### src/hdl/sarm_defines.vh
// How it works
// Run and comparator bits decode operating state
// Software waits 1 us comparator-to-run
// Software discards early first result
// Software waits 1 us after low-voltage mode
// Software stops conversion before changing rates
// Standard mode dividers, 22 clock conversions
// High-speed 2 like standard; high-speed 1 limited
// Low-voltage mode uses 44 clock conversions
// Mode register resets to zero
// Result word: ten bits, upper six zero
// Upper two bits high byte, eight low
// Result word: 16-bit read only, resets zero
// Low byte view, 8-bit reads
// Software reads result before reconfiguring
// Result reads insert one wait cycle
// Mode writes insert one wait cycle
// Mode register takes bit and byte writes
// Repeat conversions, request after each
// Approximation resolves MSB first, then transfers
// High byte view holds upper eight bits
// Clearing run aborts without result or request
// Prohibited settings never start a conversion
`ifndef SARM_DEFINES_VH
`define SARM_DEFINES_VH

`define SARM_ADDR_RESULT    16'hff08
`define SARM_ADDR_RES_HI    16'hff09
`define SARM_ADDR_MODE      16'hff28

`define SARM_MODE_RST       8'h00
`define SARM_RESULT_RST     10'h000

`define SARM_BIT_RUN        7
`define SARM_BIT_RSV        6
`define SARM_FR_HI          5
`define SARM_FR_LO          3
`define SARM_LV_HI          2
`define SARM_LV_LO          1
`define SARM_BIT_COMP       0

`define SARM_LV_STD         2'b00
`define SARM_LV_LOWV        2'b01
`define SARM_LV_HS1         2'b10
`define SARM_LV_HS2         2'b11

`define SARM_FR_HS1_A       3'b100
`define SARM_FR_HS1_B       3'b110

`define SARM_LEN_NORM       6'd22
`define SARM_LEN_LOWV       6'd44
`define SARM_RES_BITS       6'd10

// Divider thresholds in half reference periods, so 1.5 is exact
`define SARM_DIV_X2_0       5'd24
`define SARM_DIV_X2_1       5'd16
`define SARM_DIV_X2_2       5'd12
`define SARM_DIV_X2_3       5'd8
`define SARM_DIV_X2_4       5'd6
`define SARM_DIV_X2_5       5'd4
`define SARM_DIV_X2_6       5'd3
`define SARM_DIV_X2_7       5'd2
`define SARM_DIV_STEP       5'd2

`endif

### src/hdl/sarm_clkdiv.v
`timescale 1ns/1ps
`include "sarm_defines.vh"

module sarm_clkdiv
(
   input  wire       ref_clk_i,
   input  wire       rstn_i,
   input  wire       run_i,
   input  wire [2:0] rate_i,
   output wire       tick_o
);

   reg  [4:0] acc_q;
   reg        tick_q;
   reg  [4:0] thr;
   wire [4:0] sum;

   // Fractional accumulator: adds two per cycle against twice the divider, ticks once per divider
   always @*
   begin
      case (rate_i)
         3'd0:    thr = `SARM_DIV_X2_0;
         3'd1:    thr = `SARM_DIV_X2_1;
         3'd2:    thr = `SARM_DIV_X2_2;
         3'd3:    thr = `SARM_DIV_X2_3;
         3'd4:    thr = `SARM_DIV_X2_4;
         3'd5:    thr = `SARM_DIV_X2_5;
         3'd6:    thr = `SARM_DIV_X2_6;
         default: thr = `SARM_DIV_X2_7;
      endcase
   end

   assign sum = acc_q + `SARM_DIV_STEP;

   always @(posedge ref_clk_i or negedge rstn_i)
   begin
      if (!rstn_i)
      begin
         acc_q  <= 5'h00;
         tick_q <= 1'b0;
      end
      else if (!run_i)
      begin
         acc_q  <= 5'h00;
         tick_q <= 1'b0;
      end
      else if (sum >= thr)
      begin
         acc_q  <= sum - thr;
         tick_q <= 1'b1;
      end
      else
      begin
         acc_q  <= sum;
         tick_q <= 1'b0;
      end
   end

   assign tick_o = tick_q;

endmodule // sarm_clkdiv

### src/hdl/sarm_engine.v
`timescale 1ns/1ps
`include "sarm_defines.vh"

module sarm_engine
(
   input  wire       ref_clk_i,
   input  wire       rstn_i,
   input  wire       run_i,
   input  wire       tick_i,
   input  wire [5:0] len_i,
   input  wire       comp_i,
   output wire       sample_o,
   output wire [9:0] trial_o,
   output wire       done_o,
   output wire [9:0] result_o
);

   reg  [5:0] cnt_q;
   reg  [9:0] sar_q;
   reg  [9:0] res_q;
   reg        done_q;
   wire [5:0] samp_end;
   wire [5:0] bidx6;
   wire [9:0] onehot;
   wire [9:0] kept;
   wire [9:0] nxt;
   wire       in_samp;
   wire       last;

   assign samp_end = len_i - `SARM_RES_BITS;
   assign in_samp  = cnt_q < samp_end;
   assign bidx6    = len_i - 6'd1 - cnt_q;
   assign onehot   = 10'h001 << bidx6[3:0];
   // Comparator high means the held input is at or above the trial level
   assign kept     = comp_i ? sar_q : (sar_q & ~onehot);
   assign nxt      = kept | (onehot >> 1);
   assign last     = cnt_q == (len_i - 6'd1);

   always @(posedge ref_clk_i or negedge rstn_i)
   begin
      if (!rstn_i)
      begin
         cnt_q  <= 6'h00;
         sar_q  <= 10'h000;
         res_q  <= `SARM_RESULT_RST;
         done_q <= 1'b0;
      end
      else if (!run_i)
      begin
         // Abort drops the partial result and raises nothing
         cnt_q  <= 6'h00;
         sar_q  <= 10'h000;
         done_q <= 1'b0;
      end
      else
      begin
         done_q <= 1'b0;
         if (tick_i)
         begin
            if (in_samp)
            begin
               cnt_q <= cnt_q + 6'd1;
               if (cnt_q == samp_end - 6'd1)
                  sar_q <= 10'h200;
            end
            else if (last)
            begin
               res_q  <= kept;
               done_q <= 1'b1;
               cnt_q  <= 6'h00;
               sar_q  <= 10'h000;
            end
            else
            begin
               sar_q <= nxt;
               cnt_q <= cnt_q + 6'd1;
            end
         end
      end
   end

   assign sample_o = run_i & in_samp;
   assign trial_o  = sar_q;
   assign done_o   = done_q;
   assign result_o = res_q;

endmodule // sarm_engine

### src/hdl/sarm_top.v
`timescale 1ns/1ps
`include "sarm_defines.vh"

module sarm_top
(
   input  wire        ref_clk_i,
   input  wire        rstn_i,
   input  wire [15:0] bus_addr_i,
   input  wire        bus_rd_i,
   input  wire        bus_wr_i,
   input  wire        bus_word_i,
   input  wire        bus_bit_i,
   input  wire [2:0]  bus_bit_idx_i,
   input  wire [7:0]  bus_wdata_i,
   output wire [15:0] bus_rdata_o,
   output wire        bus_wait_o,
   output wire        bus_ack_o,
   input  wire        comp_i,
   output wire        comparator_power_on_o,
   output wire        sample_o,
   output wire [9:0]  trial_o,
   output wire        conversion_active_o,
   output wire        conversion_done_request_o
);

   ////////////////////////////////////////////////////////////////////////
   // Mode register and decode

   reg  [7:0]  mode_q;
   reg  [7:0]  mode_d;
   wire        conversion_run;
   wire        comparator_power_on;
   wire [2:0]  rate_sel;
   wire [1:0]  speed_voltage_mode;
   reg         setting_ok;
   wire        conv_en;
   wire [5:0]  conv_len;

   assign conversion_run      = mode_q[`SARM_BIT_RUN];
   assign comparator_power_on = mode_q[`SARM_BIT_COMP];
   assign rate_sel            = mode_q[`SARM_FR_HI:`SARM_FR_LO];
   assign speed_voltage_mode  = mode_q[`SARM_LV_HI:`SARM_LV_LO];

   always @*
   begin
      case (speed_voltage_mode)
         `SARM_LV_STD:  setting_ok = 1'b1;
         `SARM_LV_HS2:  setting_ok = 1'b1;
         `SARM_LV_LOWV: setting_ok = 1'b1;
         `SARM_LV_HS1:  setting_ok = (rate_sel == `SARM_FR_HS1_A) ||
                                     (rate_sel == `SARM_FR_HS1_B);
         default:       setting_ok = 1'b0;
      endcase
   end

   // Run without comparator power is prohibited, so nothing runs then
   assign conv_en  = conversion_run & comparator_power_on & setting_ok;
   assign conv_len = (speed_voltage_mode == `SARM_LV_LOWV) ?
                     `SARM_LEN_LOWV : `SARM_LEN_NORM;

   ////////////////////////////////////////////////////////////////////////
   // Conversion clock and approximation engine

   wire        conv_tick;
   wire        done;
   wire [9:0]  result;

   sarm_clkdiv u_div
   (
      .ref_clk_i (ref_clk_i),
      .rstn_i    (rstn_i),
      .run_i     (conv_en),
      .rate_i    (rate_sel),
      .tick_o    (conv_tick)
   );

   sarm_engine u_eng
   (
      .ref_clk_i (ref_clk_i),
      .rstn_i    (rstn_i),
      .run_i     (conv_en),
      .tick_i    (conv_tick),
      .len_i     (conv_len),
      .comp_i    (comp_i),
      .sample_o  (sample_o),
      .trial_o   (trial_o),
      .done_o    (done),
      .result_o  (result)
   );

   ////////////////////////////////////////////////////////////////////////
   // Bus slave

   reg         busy_q;
   reg         ack_q;
   reg  [15:0] rdata_q;
   reg  [15:0] rdata_d;
   wire        req;
   wire        hit_mode;
   wire        hit_res;
   wire        hit_hi;
   wire        need_wait;
   wire        take;
   wire        commit;

   assign req       = bus_rd_i | bus_wr_i;
   assign hit_mode  = bus_addr_i == `SARM_ADDR_MODE;
   assign hit_res   = bus_addr_i == `SARM_ADDR_RESULT;
   assign hit_hi    = bus_addr_i == `SARM_ADDR_RES_HI;
   // Every result view and every mode write costs one wait cycle
   assign need_wait = (bus_rd_i & (hit_res | hit_hi)) |
                      (bus_wr_i & hit_mode);
   assign take      = req & ~busy_q & ~ack_q;
   assign commit    = (take & ~need_wait) | busy_q;

   always @*
   begin
      mode_d = mode_q;
      if (bus_wr_i & hit_mode & ~bus_word_i)
      begin
         if (bus_bit_i)
            mode_d[bus_bit_idx_i] = bus_wdata_i[0];
         else
            mode_d = bus_wdata_i;
         mode_d[`SARM_BIT_RSV] = 1'b0;
      end
   end

   always @*
   begin
      rdata_d = 16'h0000;
      if (bus_rd_i)
      begin
         if (hit_mode & ~bus_word_i)
            rdata_d = {8'h00, mode_q};
         else if (hit_res & bus_word_i)
            rdata_d = {6'h00, result};
         else if (hit_res)
            rdata_d = {8'h00, result[7:0]};
         else if (hit_hi & ~bus_word_i)
            rdata_d = {8'h00, result[9:2]};
      end
   end

   always @(posedge ref_clk_i or negedge rstn_i)
   begin
      if (!rstn_i)
      begin
         mode_q  <= `SARM_MODE_RST;
         busy_q  <= 1'b0;
         ack_q   <= 1'b0;
         rdata_q <= 16'h0000;
      end
      else
      begin
         busy_q <= take & need_wait;
         ack_q  <= commit;
         if (commit)
         begin
            mode_q  <= mode_d;
            rdata_q <= rdata_d;
         end
      end
   end

   assign bus_rdata_o               = rdata_q;
   assign bus_wait_o                = busy_q;
   assign bus_ack_o                 = ack_q;
   assign comparator_power_on_o     = comparator_power_on;
   assign conversion_active_o       = conv_en;
   assign conversion_done_request_o = done;

endmodule // sarm_top

### config.mk
export PLATFORM = sky130hd
export DESIGN_NAME = sarm_top
export DESIGN_NICKNAME = d
export VERILOG_FILES = /design/src/hdl/sarm_clkdiv.v /design/src/hdl/sarm_engine.v /design/src/hdl/sarm_top.v
export VERILOG_INCLUDE_DIRS = /design/src /design/src/hdl
export SDC_FILE = /design/constraint.sdc
export NUM_CORES = 1
export LEC_CHECK = 0
export ABC_AREA = 1
export BUFFER_PORTS_ARGS = -buffer_cell sky130_fd_sc_hd__clkbuf_2
export CELL_PAD_IN_SITES_DETAIL_PLACEMENT = 0
export CELL_PAD_IN_SITES_GLOBAL_PLACEMENT = 2
export CORE_ASPECT_RATIO = 1.1
export CORE_UTILIZATION = 36
export CTS_BUF_LIST = sky130_fd_sc_hd__clkbuf_8
export DETAILED_ROUTE_END_ITERATION = 8
export GPL_TIMING_DRIVEN = 0
export PLACE_DENSITY = 0.93
export SLEW_MARGIN = 15
export SYNTH_ARGS = -nofsm -noshare
export SYNTH_HDL_FRONTEND = slang
export SYNTH_HIERARCHICAL = 1
export SYNTH_SLANG_ARGS = --single-unit
### constraint.sdc
create_clock -name ref_clk_i -period 6.9 [get_ports ref_clk_i]
set_input_delay 0.69 -clock ref_clk_i [delete_from_list [all_inputs] [get_ports ref_clk_i]]
set_output_delay 0.69 -clock ref_clk_i [all_outputs]
set_load 0.02 [all_outputs]
==> qor.txt <==
Final Setup Violations = 0
Syn. warnings = 6
Die ar. = 0.0127 mm2
Worst path depth = 14
DRC = 0
Clock Skew = 0.00574 ns
Worst path max stage delay = 0.40 ns
Gr usage total = 18.1%
Min-Delay Path Class = input pin to async pin
Reg2reg path depth = 16
Cell Area, Synth = 0.00441 mm2
Max IR drop VDD = 61.0 uV
Unrepaired setup endpoints after global routing = no
DP HPWL = 8740 um
IO Port Bufs = 58
Cells after DPL = 853
IO Pins = 66
Non-filler cells in the finished layout = 861
Worst EP required = 6.21 ns
Max Slew Vio Count = 0
Highest clock rate = 280 MHz
# hold bufs at CTS = 0
CTS Buf Count = 5
DR WL/cell = 12.8 um
Crit end category = primary output
CP max stage cell = nor2_1
Clk buf depth = 2
Switching portion of total power = 28.2%
Clock slew at reported path FFs = 0.10 ns
Max cap viols = 0
Flop pwr share = 52.8%
Share of post-route cells with drive strength above 1 = 24.0%
Gate Count Post-Synth = 628
Die width = 108 um
Total gr overflow = 0
Starting density of the core = 36.8%
Pleak = 0.00260 uW
CTS H-tree depth = 2
Clk Latency, worst-skew pair = 0.31 ns
Via count = 4147
1st-pass router iterations = 4
Status = complete, no violations
Startpoint Class = flop
Largest net degree at the start of global routing = 53
Worst Path Max Fanout = 10
Worst setup path category = flop to primary output
Worst Tran Pin Value = 0.740 ns
Layout filler cell count = 1268
CTS tree = done
Final Cell Area = 0.00504 mm2
GPL Wtd Cong = 0.821
Gate power share = 14.5%
Seq cells post-synth = 52
Synthesized area per cell = 7.03 um2
Ant. Diodes = 0
WL final = 11000 um
Fin Setup TNS = 0 ns
Tcrit/Tclk final = 51.8%
Clock Root Buffer = clkbuf_8
Post-route ant nets = 0
Post_cts resized = 0
Most common cell after layout, fill and taps aside = nand2_1
CP delay by family, top = buffers and inverters
Die H = 118 um
P_int = 415 uW
Vias in the first global route = 3879
Antenna violations before repair = 0
Sequential area share after synthesis = 29.5%
Min cycle time layout = 3.58 ns
Power density cells = 115 mW/mm2
Buffers & Inverters on Critical Path = 5
Synth cell types = 40
Most frequent cells in the layout = nand2_1, nand3_1, inv_1, clkbuf_2, dfrtp_1
Setup Buffers After CTS = 0
Final hold vios = 0
Crit path arrival time = 2.89 ns
Global-route wire length before repair = 18400 um
Critical-path cell list = inv_1 -> nor2_1 -> inv_1 -> inv_1 -> ha_1 -> ha_1 -> nand2_1 -> nand2_1 -> nand2_1 -> nand3_1 -> nand2_2 -> nand3_2 -> inv_2 -> clkbuf_2
Routed vias/inst = 4.82
Clock sink count = 52
Cell Rows = 42
DP Area = 0.00495 mm2
Clock share of power = 32.7%
Fin nets = 762
NetSw = 163 uW
Slew HR = 50.6%
Core ar. = 0.0120 mm2
DR iter-0 viols = 259
Area Overhead vs Synth = 14.2%
Yosys cell counts (all sizes together):
master,number,area share [%]
o21ai,27,4.0
or2,2,0.34
nand2,230,23
clkbuf,1,0.085
ha,20,5.7
o22ai,6,0.85
nand4,14,2.1
nor2,56,6.6
clkinv,1,0.085
inv,76,6.6
a21boi,2,0.34
conb,2,0.17
nor3,9,1.3
a22oi,2,0.34
nand3,85,11
xor2,7,1.4
nand3b,3,0.51
dfrtp,52,29
a21oi,13,1.5
o311a,1,0.23
fa,2,0.91
xnor2,1,0.20
buf,16,3.4
worst paths after layout:
| kind | slack [ns] | endpoint | from |
|---|---|---|---|
| setup reg to reg | 3.56 | u_eng/trial_o[1]$_DFFE_PN0P_ | mode_q[1]$_DFFE_PN0P_ |
| setup / recovery | 3.32 | sample_o | mode_q[1]$_DFFE_PN0P_ |
| min in group ref_clk_i | 0.50 | u_eng/result_o[0]$_DFFE_PN0P_ | u_eng/result_o[0]$_DFFE_PN0P_ |
| hold reg to reg | 0.50 | u_eng/result_o[0]$_DFFE_PN0P_ | u_eng/result_o[0]$_DFFE_PN0P_ |
| max in group asynchronous | 5.96 | u_eng/cnt_q[5]$_DFFE_PN0P_ | rstn_i |
| hold / removal | 0.46 | u_eng/result_o[6]$_DFFE_PN0P_ | rstn_i |
area by class of cell:
cell class	count	area, um2	share of cell area (%)
multi-input combinational	495	2710	53.8
sequential	52	1300	25.8
inverter	77	294	5.83
timing repair buffer	58	293	5.81
tap	154	193	3.82
buffer	17	154	3.05
clock buffer	6	82.6	1.64
clock inverter	2	11.3	0.223
metrics by stage:
stage / hold slack, ns / setup WS [ns] / power [uW] / util [%]
2_1_floorplan: 0.394 / 4.11 / 366 / -
3_3_place_gp: 0.471 / 3.62 / 394 / 41.3
3_5_place_dp: 0.480 / 3.55 / 395 / 41.3
4_1_cts: 0.485 / 3.25 / 585 / 42.1
5_1_grt: 0.509 / 2.93 / 610 / 42.1
6_report: 0.462 / 3.32 / 579 / 42.1
power by group through the flow:
stage                     combinational (uW)  sequential, uW  clock [uW]
final                                   83.7             306         189
after global routing                    93.7             306         210
after CTS                               84.0             306         196
after detailed placement                83.7             312           0
after global placement                  82.5             312           0
after floorplan                         53.9             312           0
registers in the layout, indices dropped and copies added (netlist names):
signal and count:
u_div/acc_q 5, u_eng/result_o 10, u_eng/cnt_q 6, u_div/tick_o 1
mode_q 7, bus_wait_o 1, u_eng/done_o 1, bus_ack_o 1
u_eng/trial_o 10, bus_rdata_o 10
layer usage:
| layer | vias to the layer above | global-route usage [%] | part of all wire, % |
|---|---|---|---|
| met5 | - | 0 | 0 |
| met4 | 0 | 4.37 | 0.62 |
| met3 | 4 | 1.88 | 3.8 |
| met2 | 101 | 31.2 | 49 |
| met1 | 1903 | 24.0 | 47 |
| li1 | 2139 | - | - |
cells by family after synthesis:
group	share of synthesized area, %
flip-flops	29.5
AO/OA/AOI/OAI	7.23
AND/OR/NAND/NOR	44.8
adder cells (fa/ha/maj)	6.58
buffers and inverters	10.2
XOR/XNOR	1.59
other	0.170
Note: power is estimated with default switching activity, not from simulation.
